--- src/design/eodu_defines.svh ---
// Constants for the escape opcode decoder, upper half of the escape map
`ifndef EODU_DEFINES_SVH
`define EODU_DEFINES_SVH
`define EODU_ESCAPE_BYTE      8'h0F
`define EODU_UNDEF_SECOND     8'h0B
`define EODU_INVALID_SECOND   8'hB9
`define EODU_JCC_HI           5'h11
`define EODU_SETCC_HI         5'h13
`define EODU_SHIFT_GROUP_HI   6'h1C
`define EODU_SHIFT_WORD       8'h71
`define EODU_SHIFT_DWORD      8'h72
`define EODU_SHIFT_QWORD      8'h73
`define EODU_BIT_GROUP        8'hBA
`define EODU_SEL_MSB          5
`define EODU_SEL_LSB          3
`define EODU_SEL_SRL          3'h2
`define EODU_SEL_SRA          3'h4
`define EODU_SEL_SLL          3'h6
`define EODU_SEL_BT_FIRST     3'h4
`define EODU_COND_SIGN        4'h8
`define EODU_COND_IDX_MSB     2
`define EODU_COND_IDX_LSB     0
`define EODU_COND_IDX_MASK    4'h7
`define EODU_ROW_MSB          7
`define EODU_ROW_LSB          3
`define EODU_GRP_LSB          2
`define EODU_GRP_SUB_MSB      1
`define EODU_GRP_SUB_LSB      0
`define EODU_SHIFT_HOLE       2'h0
`define EODU_SEL_WIDTH        3
`define EODU_SEL_NONE         4'h0
`define EODU_RESET_BYTE       8'h00
`endif

--- src/design/eodu_pkg.sv ---
// Types shared by the escape opcode decoder files
package eodu_pkg;
    typedef enum logic [2:0] {
        EODU_OP_NONE,
        EODU_OP_JCC,
        EODU_OP_SETCC,
        EODU_OP_SHIFT_IMM,
        EODU_OP_BIT_TEST,
        EODU_OP_FAULT
    } eodu_class_e;
    typedef enum logic [1:0] {
        EODU_FORM_NONE,
        EODU_FORM_DISP,
        EODU_FORM_BYTE_RM,
        EODU_FORM_RM_IMM
    } eodu_form_e;
    typedef enum logic [1:0] {
        EODU_ST_IDLE,
        EODU_ST_ESCAPED,
        EODU_ST_NEED_SPEC
    } eodu_state_e;
endpackage : eodu_pkg

--- src/design/eodu_group_sel.sv ---
// Operand-specifier group decode for shift and bit-test groups
`timescale 1ns/1ns
`default_nettype none
`include "eodu_defines.svh"
module eodu_group_sel
    import eodu_pkg::*;
(
    input  wire logic [7:0] second_byte,
    input  wire logic [7:0] operand_specifier_byte,
    output logic            legal,
    output logic [3:0]      selector
);
    logic [2:0] sel;

    // Field 5..3 picks the member of the group
    assign sel = operand_specifier_byte[`EODU_SEL_MSB:`EODU_SEL_LSB]; // RULE3

    // Quadword group lacks arithmetic right; others reserved
    always_comb begin
        legal    = 1'b0;
        selector = {1'b0, sel};
        if (second_byte == `EODU_BIT_GROUP) begin
            legal = (sel >= `EODU_SEL_BT_FIRST);
        end else if (second_byte == `EODU_SHIFT_QWORD) begin
            legal = (sel == `EODU_SEL_SRL) || (sel == `EODU_SEL_SLL); // RULE4
        end else if (second_byte == `EODU_SHIFT_WORD || second_byte == `EODU_SHIFT_DWORD) begin
            legal = (sel == `EODU_SEL_SRL) || (sel == `EODU_SEL_SRA) || (sel == `EODU_SEL_SLL); // RULE4
        end
    end
endmodule : eodu_group_sel
`default_nettype wire

--- src/design/eodu_decoder.sv ---
// Escape opcode decoder for the upper half of the two-byte map
`timescale 1ns/1ns
`default_nettype none
`include "eodu_defines.svh"
// Overview of operation
// RULE1 - Byte 0F escapes to the two-byte map
// RULE2 - Unassigned two-byte positions are reserved, faulting
// RULE3 - Group member chosen by specifier bits 5..3
// RULE4 - Word/dword shifts three kinds, quadword two
// RULE5 - 0F0B and 0FB9 raise invalid opcode
// RULE6 - 88..8F long jumps, sign through greater
// RULE7 - 98..9F set byte, same condition order
// RULE8 - Software must not rely on undefined opcodes
// RULE9 - Class, selector and form in one cycle
module eodu_decoder
    import eodu_pkg::*;
(
    input  wire logic        clk_sys,
    input  wire logic        rst,
    input  wire logic        byte_valid,
    input  wire logic [7:0]  byte_data,
    output logic             decode_valid,
    output eodu_class_e      op_class,
    output logic [3:0]       op_selector,
    output eodu_form_e       op_form,
    output logic             invalid_opcode_exception
);
    // All state in one packed word: the sequencer position, the held
    // second byte, and the result fields the execute stage reads. One
    // register keeps every field on the same edge.
    typedef struct packed {
        eodu_state_e state;
        logic [7:0]  second;
        logic        valid;
        eodu_class_e cls;
        logic [3:0]  sel;
        eodu_form_e  form;
        logic        fault;
    } eodu_state_s;

    // Sequencer state
    eodu_state_s cur;
    eodu_state_s next_cur;

    // Escape detection and second-byte classification
    logic        is_escape;
    logic        is_jcc;
    logic        is_setcc;
    logic        is_shift_group;
    logic        is_bit_group;
    logic        is_group;
    logic        is_undef;
    logic [3:0]  cond_code;

    // Specifier stage
    logic        grp_legal;
    logic [3:0]  grp_sel;
    logic [7:0]  grp_second;
    logic        spec_is_bit;
    eodu_class_e spec_cls;
    eodu_form_e  spec_form;
    logic        spec_fault;

    // Guard the header constants the decode leans on: the condition base
    // must leave the index bits clear so the OR acts as an add, and the
    // specifier field must be exactly as wide as the group selector index.
    if ((`EODU_COND_SIGN & `EODU_COND_IDX_MASK) != 4'h0) begin : g_bad_cond_base
        $error("condition base overlaps the index bits");
    end
    if ((`EODU_SEL_MSB - `EODU_SEL_LSB + 1) != `EODU_SEL_WIDTH) begin : g_bad_sel_field
        $error("specifier field width does not match the selector");
    end

    // Reset image of the whole state; every field a named constant except the valid and fault strobes, which are literal zeros
    localparam eodu_state_s EODU_RESET_STATE = '{
        state:  EODU_ST_IDLE,
        second: `EODU_RESET_BYTE,
        valid:  1'b0,
        cls:    EODU_OP_NONE,
        sel:    `EODU_SEL_NONE,
        form:   EODU_FORM_NONE,
        fault:  1'b0
    };

    // Escape detection in idle; any other byte arriving there is dropped,
    // since a stray byte without its escape has no meaning to this block
    assign is_escape = byte_valid && (byte_data == `EODU_ESCAPE_BYTE); // RULE1

    // Second-byte classification straight off the fetch bus. Kept apart
    // from the sequencer so each region of the map reads as one line and
    // no priority between regions can hide inside the state logic.
    always_comb begin
        // Rows 8 and 9 of the upper half
        is_jcc         = (byte_data[`EODU_ROW_MSB:`EODU_ROW_LSB] == `EODU_JCC_HI); // RULE6
        is_setcc       = (byte_data[`EODU_ROW_MSB:`EODU_ROW_LSB] == `EODU_SETCC_HI); // RULE7
        // Row 7 columns 1..3; column 0 of that row is a hole
        is_shift_group = (byte_data[`EODU_ROW_MSB:`EODU_GRP_LSB] == `EODU_SHIFT_GROUP_HI)
                         && (byte_data[`EODU_GRP_SUB_MSB:`EODU_GRP_SUB_LSB] != `EODU_SHIFT_HOLE); // RULE4
        is_bit_group   = (byte_data == `EODU_BIT_GROUP); // RULE3
        is_group       = is_shift_group || is_bit_group; // RULE3
        // 0B and B9 fault on purpose; decoded apart so a later change to
        // the reserved-map policy cannot swallow them
        is_undef       = (byte_data == `EODU_UNDEF_SECOND) || (byte_data == `EODU_INVALID_SECOND); // RULE5
        // Low three bits index sign..greater, the upper eight condition codes
        cond_code      = `EODU_COND_SIGN | {1'b0, byte_data[`EODU_COND_IDX_MSB:`EODU_COND_IDX_LSB]};
    end

    // Group check looks at the held second byte during the specifier fetch
    assign grp_second  = cur.second;
    assign spec_is_bit = (cur.second == `EODU_BIT_GROUP);

    eodu_group_sel u_group (
        .second_byte            (grp_second),
        .operand_specifier_byte (byte_data),
        .legal                  (grp_legal),
        .selector               (grp_sel)
    );

    // Specifier-stage result. An illegal member faults rather than running
    // a neighbouring operation; a later core may give those members meaning,
    // so nothing here may be relied on beyond the fault itself.
    always_comb begin
        spec_cls   = spec_is_bit ? EODU_OP_BIT_TEST : EODU_OP_SHIFT_IMM;
        spec_form  = EODU_FORM_RM_IMM;
        spec_fault = 1'b0;
        if (!grp_legal) begin
            spec_cls   = EODU_OP_FAULT; // RULE2
            spec_form  = EODU_FORM_NONE;
            spec_fault = 1'b1;
        end
    end

    // Decode sequencing. Strobes default low every cycle so a result stands
    // exactly one cycle; class, selector and form otherwise keep their last
    // value, which lets the execute stage look at them late.
    always_comb begin
        next_cur       = cur;
        next_cur.valid = 1'b0;
        next_cur.fault = 1'b0;
        case (cur.state)
            // Idle: only the escape byte is taken
            EODU_ST_IDLE: begin
                if (is_escape) begin
                    next_cur.state = EODU_ST_ESCAPED; // RULE1
                end
            end

            // Escaped: the second byte picks the map region
            EODU_ST_ESCAPED: begin
                if (byte_valid) begin
                    next_cur.second = byte_data;
                    next_cur.state  = EODU_ST_IDLE;
                    if (is_jcc) begin
                        next_cur.valid = 1'b1; // RULE9
                        next_cur.cls   = EODU_OP_JCC; // RULE6
                        next_cur.sel   = cond_code; // RULE6
                        next_cur.form  = EODU_FORM_DISP;
                    end else if (is_setcc) begin
                        next_cur.valid = 1'b1; // RULE9
                        next_cur.cls   = EODU_OP_SETCC; // RULE7
                        next_cur.sel   = cond_code; // RULE7
                        next_cur.form  = EODU_FORM_BYTE_RM;
                    end else if (is_group) begin
                        // Result waits for the specifier byte; the last
                        // result stays on the outputs untouched meanwhile
                        next_cur.state = EODU_ST_NEED_SPEC; // RULE3
                    end else if (is_undef) begin
                        // Deliberate fault encodings
                        next_cur.valid = 1'b1; // RULE9
                        next_cur.cls   = EODU_OP_FAULT; // RULE5
                        next_cur.sel   = `EODU_SEL_NONE;
                        next_cur.form  = EODU_FORM_NONE;
                        next_cur.fault = 1'b1; // RULE5
                    end else begin
                        // Reserved or outside this half: fault, no guarantees
                        next_cur.valid = 1'b1; // RULE9
                        next_cur.cls   = EODU_OP_FAULT; // RULE2
                        next_cur.sel   = `EODU_SEL_NONE;
                        next_cur.form  = EODU_FORM_NONE;
                        next_cur.fault = 1'b1; // RULE2
                    end
                end
            end

            // Awaiting the specifier byte of a group
            EODU_ST_NEED_SPEC: begin
                if (byte_valid) begin
                    // Selector passes through even on a fault; only class,
                    // form and the fault strobe tell a fault apart
                    next_cur.state = EODU_ST_IDLE;
                    next_cur.valid = 1'b1; // RULE9
                    next_cur.sel   = grp_sel; // RULE3
                    next_cur.cls   = spec_cls;
                    next_cur.form  = spec_form;
                    next_cur.fault = spec_fault; // RULE2
                end
            end

            default: begin
                next_cur.state = EODU_ST_IDLE;
            end
        endcase
    end

    // State register; the reset branch loads one constant image so no
    // field can come out of reset holding a derived value
    always_ff @(posedge clk_sys or posedge rst) begin
        if (rst) begin
            cur <= EODU_RESET_STATE;
        end else begin
            cur <= next_cur;
        end
    end

    // Result strobes, one cycle each
    assign decode_valid             = cur.valid; // RULE9
    assign invalid_opcode_exception = cur.fault; // RULE5

    // Held result fields, all straight from flip-flops
    assign op_class                 = cur.cls;
    assign op_selector              = cur.sel;
    assign op_form                  = cur.form;
endmodule : eodu_decoder
`default_nettype wire

--- config.mk ---
export PLATFORM = sky130hd
export DESIGN_NAME = eodu_decoder
export DESIGN_NICKNAME = d
export VERILOG_FILES = /design/src/design/eodu_pkg.sv /design/src/design/eodu_group_sel.sv /design/src/design/eodu_decoder.sv
export VERILOG_INCLUDE_DIRS = /design/src /design/src/design
export SDC_FILE = /design/constraint.sdc
export NUM_CORES = 1
export LEC_CHECK = 0
export ABC_CLOCK_PERIOD_IN_PS = 1700
export BUFFER_PORTS_ARGS = -buffer_cell sky130_fd_sc_hd__buf_4
export CAP_MARGIN = 20
export CORE_ASPECT_RATIO = 0.9
export CORE_UTILIZATION = 33
export DETAILED_ROUTE_END_ITERATION = 16
export PLACE_DENSITY = 0.54
export SYNTH_ARGS = -nofsm -noshare
export SYNTH_HDL_FRONTEND = slang
export SYNTH_SLANG_ARGS = --single-unit
--- constraint.sdc ---
create_clock -name clk_sys -period 1.7 [get_ports clk_sys]
set_clock_uncertainty 0.05 [all_clocks]
set_input_delay 0.17 -clock clk_sys [delete_from_list [all_inputs] [get_ports clk_sys]]
set_output_delay 0.17 -clock clk_sys [all_outputs]
set_load 0.005 [all_outputs]
==> flow_summary.ini <==
[outcome]
status = finished, final reports clean

[sta]
setup_tns_ns = 0
layout_min_cycle_time_ns = 1.688
fin_ws_ns = 0.01202
setup_viol = 0
fmax_mhz = 592.4
hold_viol = 0
fin_hold_ws_ns = 0.1240
slew_viol_final = 0
rsz0062_at_grt = yes
slew_headroom_pct = 70.57
worst_pin_slew_ns = 0.4415
period_share_pct = 99.29

[global_routing]
grt_pass1_vias = 889
antenna_found_initial = 0
globalRouteOverflowTotal = 0
grt_util_all_layers_pct = 14.92
grt_max_degree = 22
grt_pass1_wl_um = 4457

[power]
p_total_mw = 2.019
ir_drop_v = 0.0007324
powerDensity_nw_per_um2 = 1234
sequentialPowerShare_pct = 36.2
p_comb_share_pct = 47.2
p_leak_nw = 0.7401
clkPwrFrac_pct = 16.6
swShare_pct = 32.20
p_switching_uw = 650.1
intPower_mw = 1.369

[floorplanning]
fp.coreArea_um2 = 3503
fp.dieH_um = 60.39
ios = 22
die_area_um2 = 4038
num_rows = 20
initial_core_util_pct = 35.68
die_width_um = 66.88

[clock_tree]
clock_latency_ns = 0.27
cts_tree = done
cts_root_buffer = clkbuf_8
cts_buffers = 3
cts_sinks = 21
clkTransAtPathRegs_ns = 0.09
clock_path_buffers = 2
h-tree-depth = 1

[worst_hold_path]
hold_start = byte_data[2]
hold_end = grp_second[2]
hp-class = in -> reg
hold_path_depth = 2

[logic_synthesis]
synthMuxAreaShare_pct = 15.02
yosys.cell_types.count = 38
synthSimpleGateAreaFrac_pct = 15.12
synth_compound_area_share_pct = 15.82
yosysSeqAreaShare_pct = 42.04
synth_area_um2 = 1250
synth.largest_area_cell = dfrtp_1
synthAdderAreaFrac_pct = 3.003
synthesis.nets = 128
synth_top_family_by_area = compound AO/OA/AOI/OAI gates
netlist_top_cells_area = dfrtp_1 (42%), mux2_2 (13%), buf_4 (5.4%)
yosys.area.top_type_share_pct = 42.04
avgSynthCellArea_um2 = 10.96
syn_inst = 114
postSynthRegisterBits = 21
synth-xor-area-share_pct = 0
synth_warnings = 0

[finish]
layout.cells.non_filler = 187
mostFrequentLayoutCells = buf_4 (36), dfrtp_1 (21), mux2_2 (8)
final_area_um2 = 1637
layout_commonest_cell = buf_4
final_nets = 158
drive_gt1_share_pct = 48.25
n_fill_cell = 339
synthToLayoutAreaGrowth_pct = 30.93
post-route-util_pct = 46.71
antennaDiodeCount = 0

[place]
dp_hpwl_um = 2057
place_congestion = 0.8316
postPlaceCellArea_um2 = 1515
portBuffers = 21
placedCellCount = 178
pre_cts_ws_ns = 0.009241

[critical_path]
worstReg2RegStart = cur[20]
end_kind = flop
r2r_cells = 6
r2r-end = op_class[1]
path_max_fanout = 8
cp-start-kind = flop
rrSetupSlack_ns = 0.01
critPathKind = reg -> reg
critPathArrivalTime_ns = 1.78
required_ns = 1.80

[routing]
wl_per_cell_um = 14.43
drt_iter0_drc = 26
ant_nets = 0
first_pass_iters = 4
drcViolationCount = 0
vias_per_cell = 5.091
num_vias = 952
drt_wl_total_um = 2698

[flow_run]
drv_cap = 0
## timing repair
item	CTS	global route
hold endpoints to repair	21	0
endpoints found under the setup margin	6	10
setup buffers	3	1
hold buffers	1	0
gates resized for setup	5	3
pin swaps	2	1
## cell families (layout without fill, tap and decap cells)
group | Yosys count | in the layout
adders and majority gates | 3 | 3
DFF | 21 | 21
and+or+nand+nor | 29 | 29
AOI/OAI and AO/OA | 23 | 23
muxes | 17 | 17
buffers and inverters | 21 | 50
## layout make-up
cell class	instances	area [µm²]	share of cell area, %
Clock buffer	3	41.29	2.523
Sequential cell	21	525.5	32.11
Tap cell	44	55.05	3.364
Multi-Input combinational cell	72	676.9	41.36
Timing Repair Buffer	38	300.3	18.35
Clock inverter	1	5.005	0.3058
Inverter	8	32.53	1.988
## Yosys cell counts (all sizes together)
library cell  number
dfrtp             21
mux2              14
buf                9
inv                8
nor2               5
and2               4
clkbuf             4
nand2              4
o211ai             4
a22oi              3
ha                 3
mux2i              3
o21ai              3
and3b              2
and4bb             2
nand3              2
nand3b             2
nor3b              2
nor4bb             2
a211oi             1
a21boi             1
a21o               1
a22o               1
a31o               1
a32oi              1
a41oi              1
nand4              1
nor2b              1
nor4b              1
o2111ai            1
o21a               1
o221a              1
o221ai             1
o311ai             1
o32ai              1
or2                1
## power groups by stage
stage / logic [mW] / registers, mW / clock network [mW]
4_1_cts: 0.955 / 0.733 / 0.346
3_3_place_gp: 0.833 / 0.730 / 0
5_1_grt: 1.03 / 0.753 / 0.367
6_report: 0.953 / 0.731 / 0.335
2_1_floorplan: 0.580 / 0.714 / 0
3_5_place_dp: 0.851 / 0.739 / 0
## metal layers
layer,up-vias,share of wire (%),GRT usage (%)
li1,466,-,-
met3,2,4.3,4.699
met4,0,0.48,1.824
met1,462,48,20.42
met2,22,47,23.95
met5,-,0,0
## critical path: stages (launching register included)
cell     delay, ns
dfrtp_1       0.43
inv_2         0.08
ha_4          0.28
inv_4         0.04
o32ai_4       0.23
buf_12        0.17
mux2_4        0.29
## worst max-delay path by stage
| stage | start | cells after the start | end |
|---|---|---|---|
| floorplan | cur[20] | 5 | op_class[0] |
| global placement | cur[20] | 6 | op_selector[3] |
| detailed placement | cur[20] | 6 | op_class[0] |
| CTS | cur[20] | 6 | op_class[1] |
| global route | cur[19] | 6 | op_form[0] |
| finish | cur[20] | 6 | op_class[1] |
## registers in the layout, indices dropped and copies added, names as in the netlist
register and count:
op_form 2, invalid_opcode_exception 1, op_selector 4, cur 2, decode_valid 1, grp_second 8
op_class 3
Note: power is estimated with default switching activity, not from simulation.
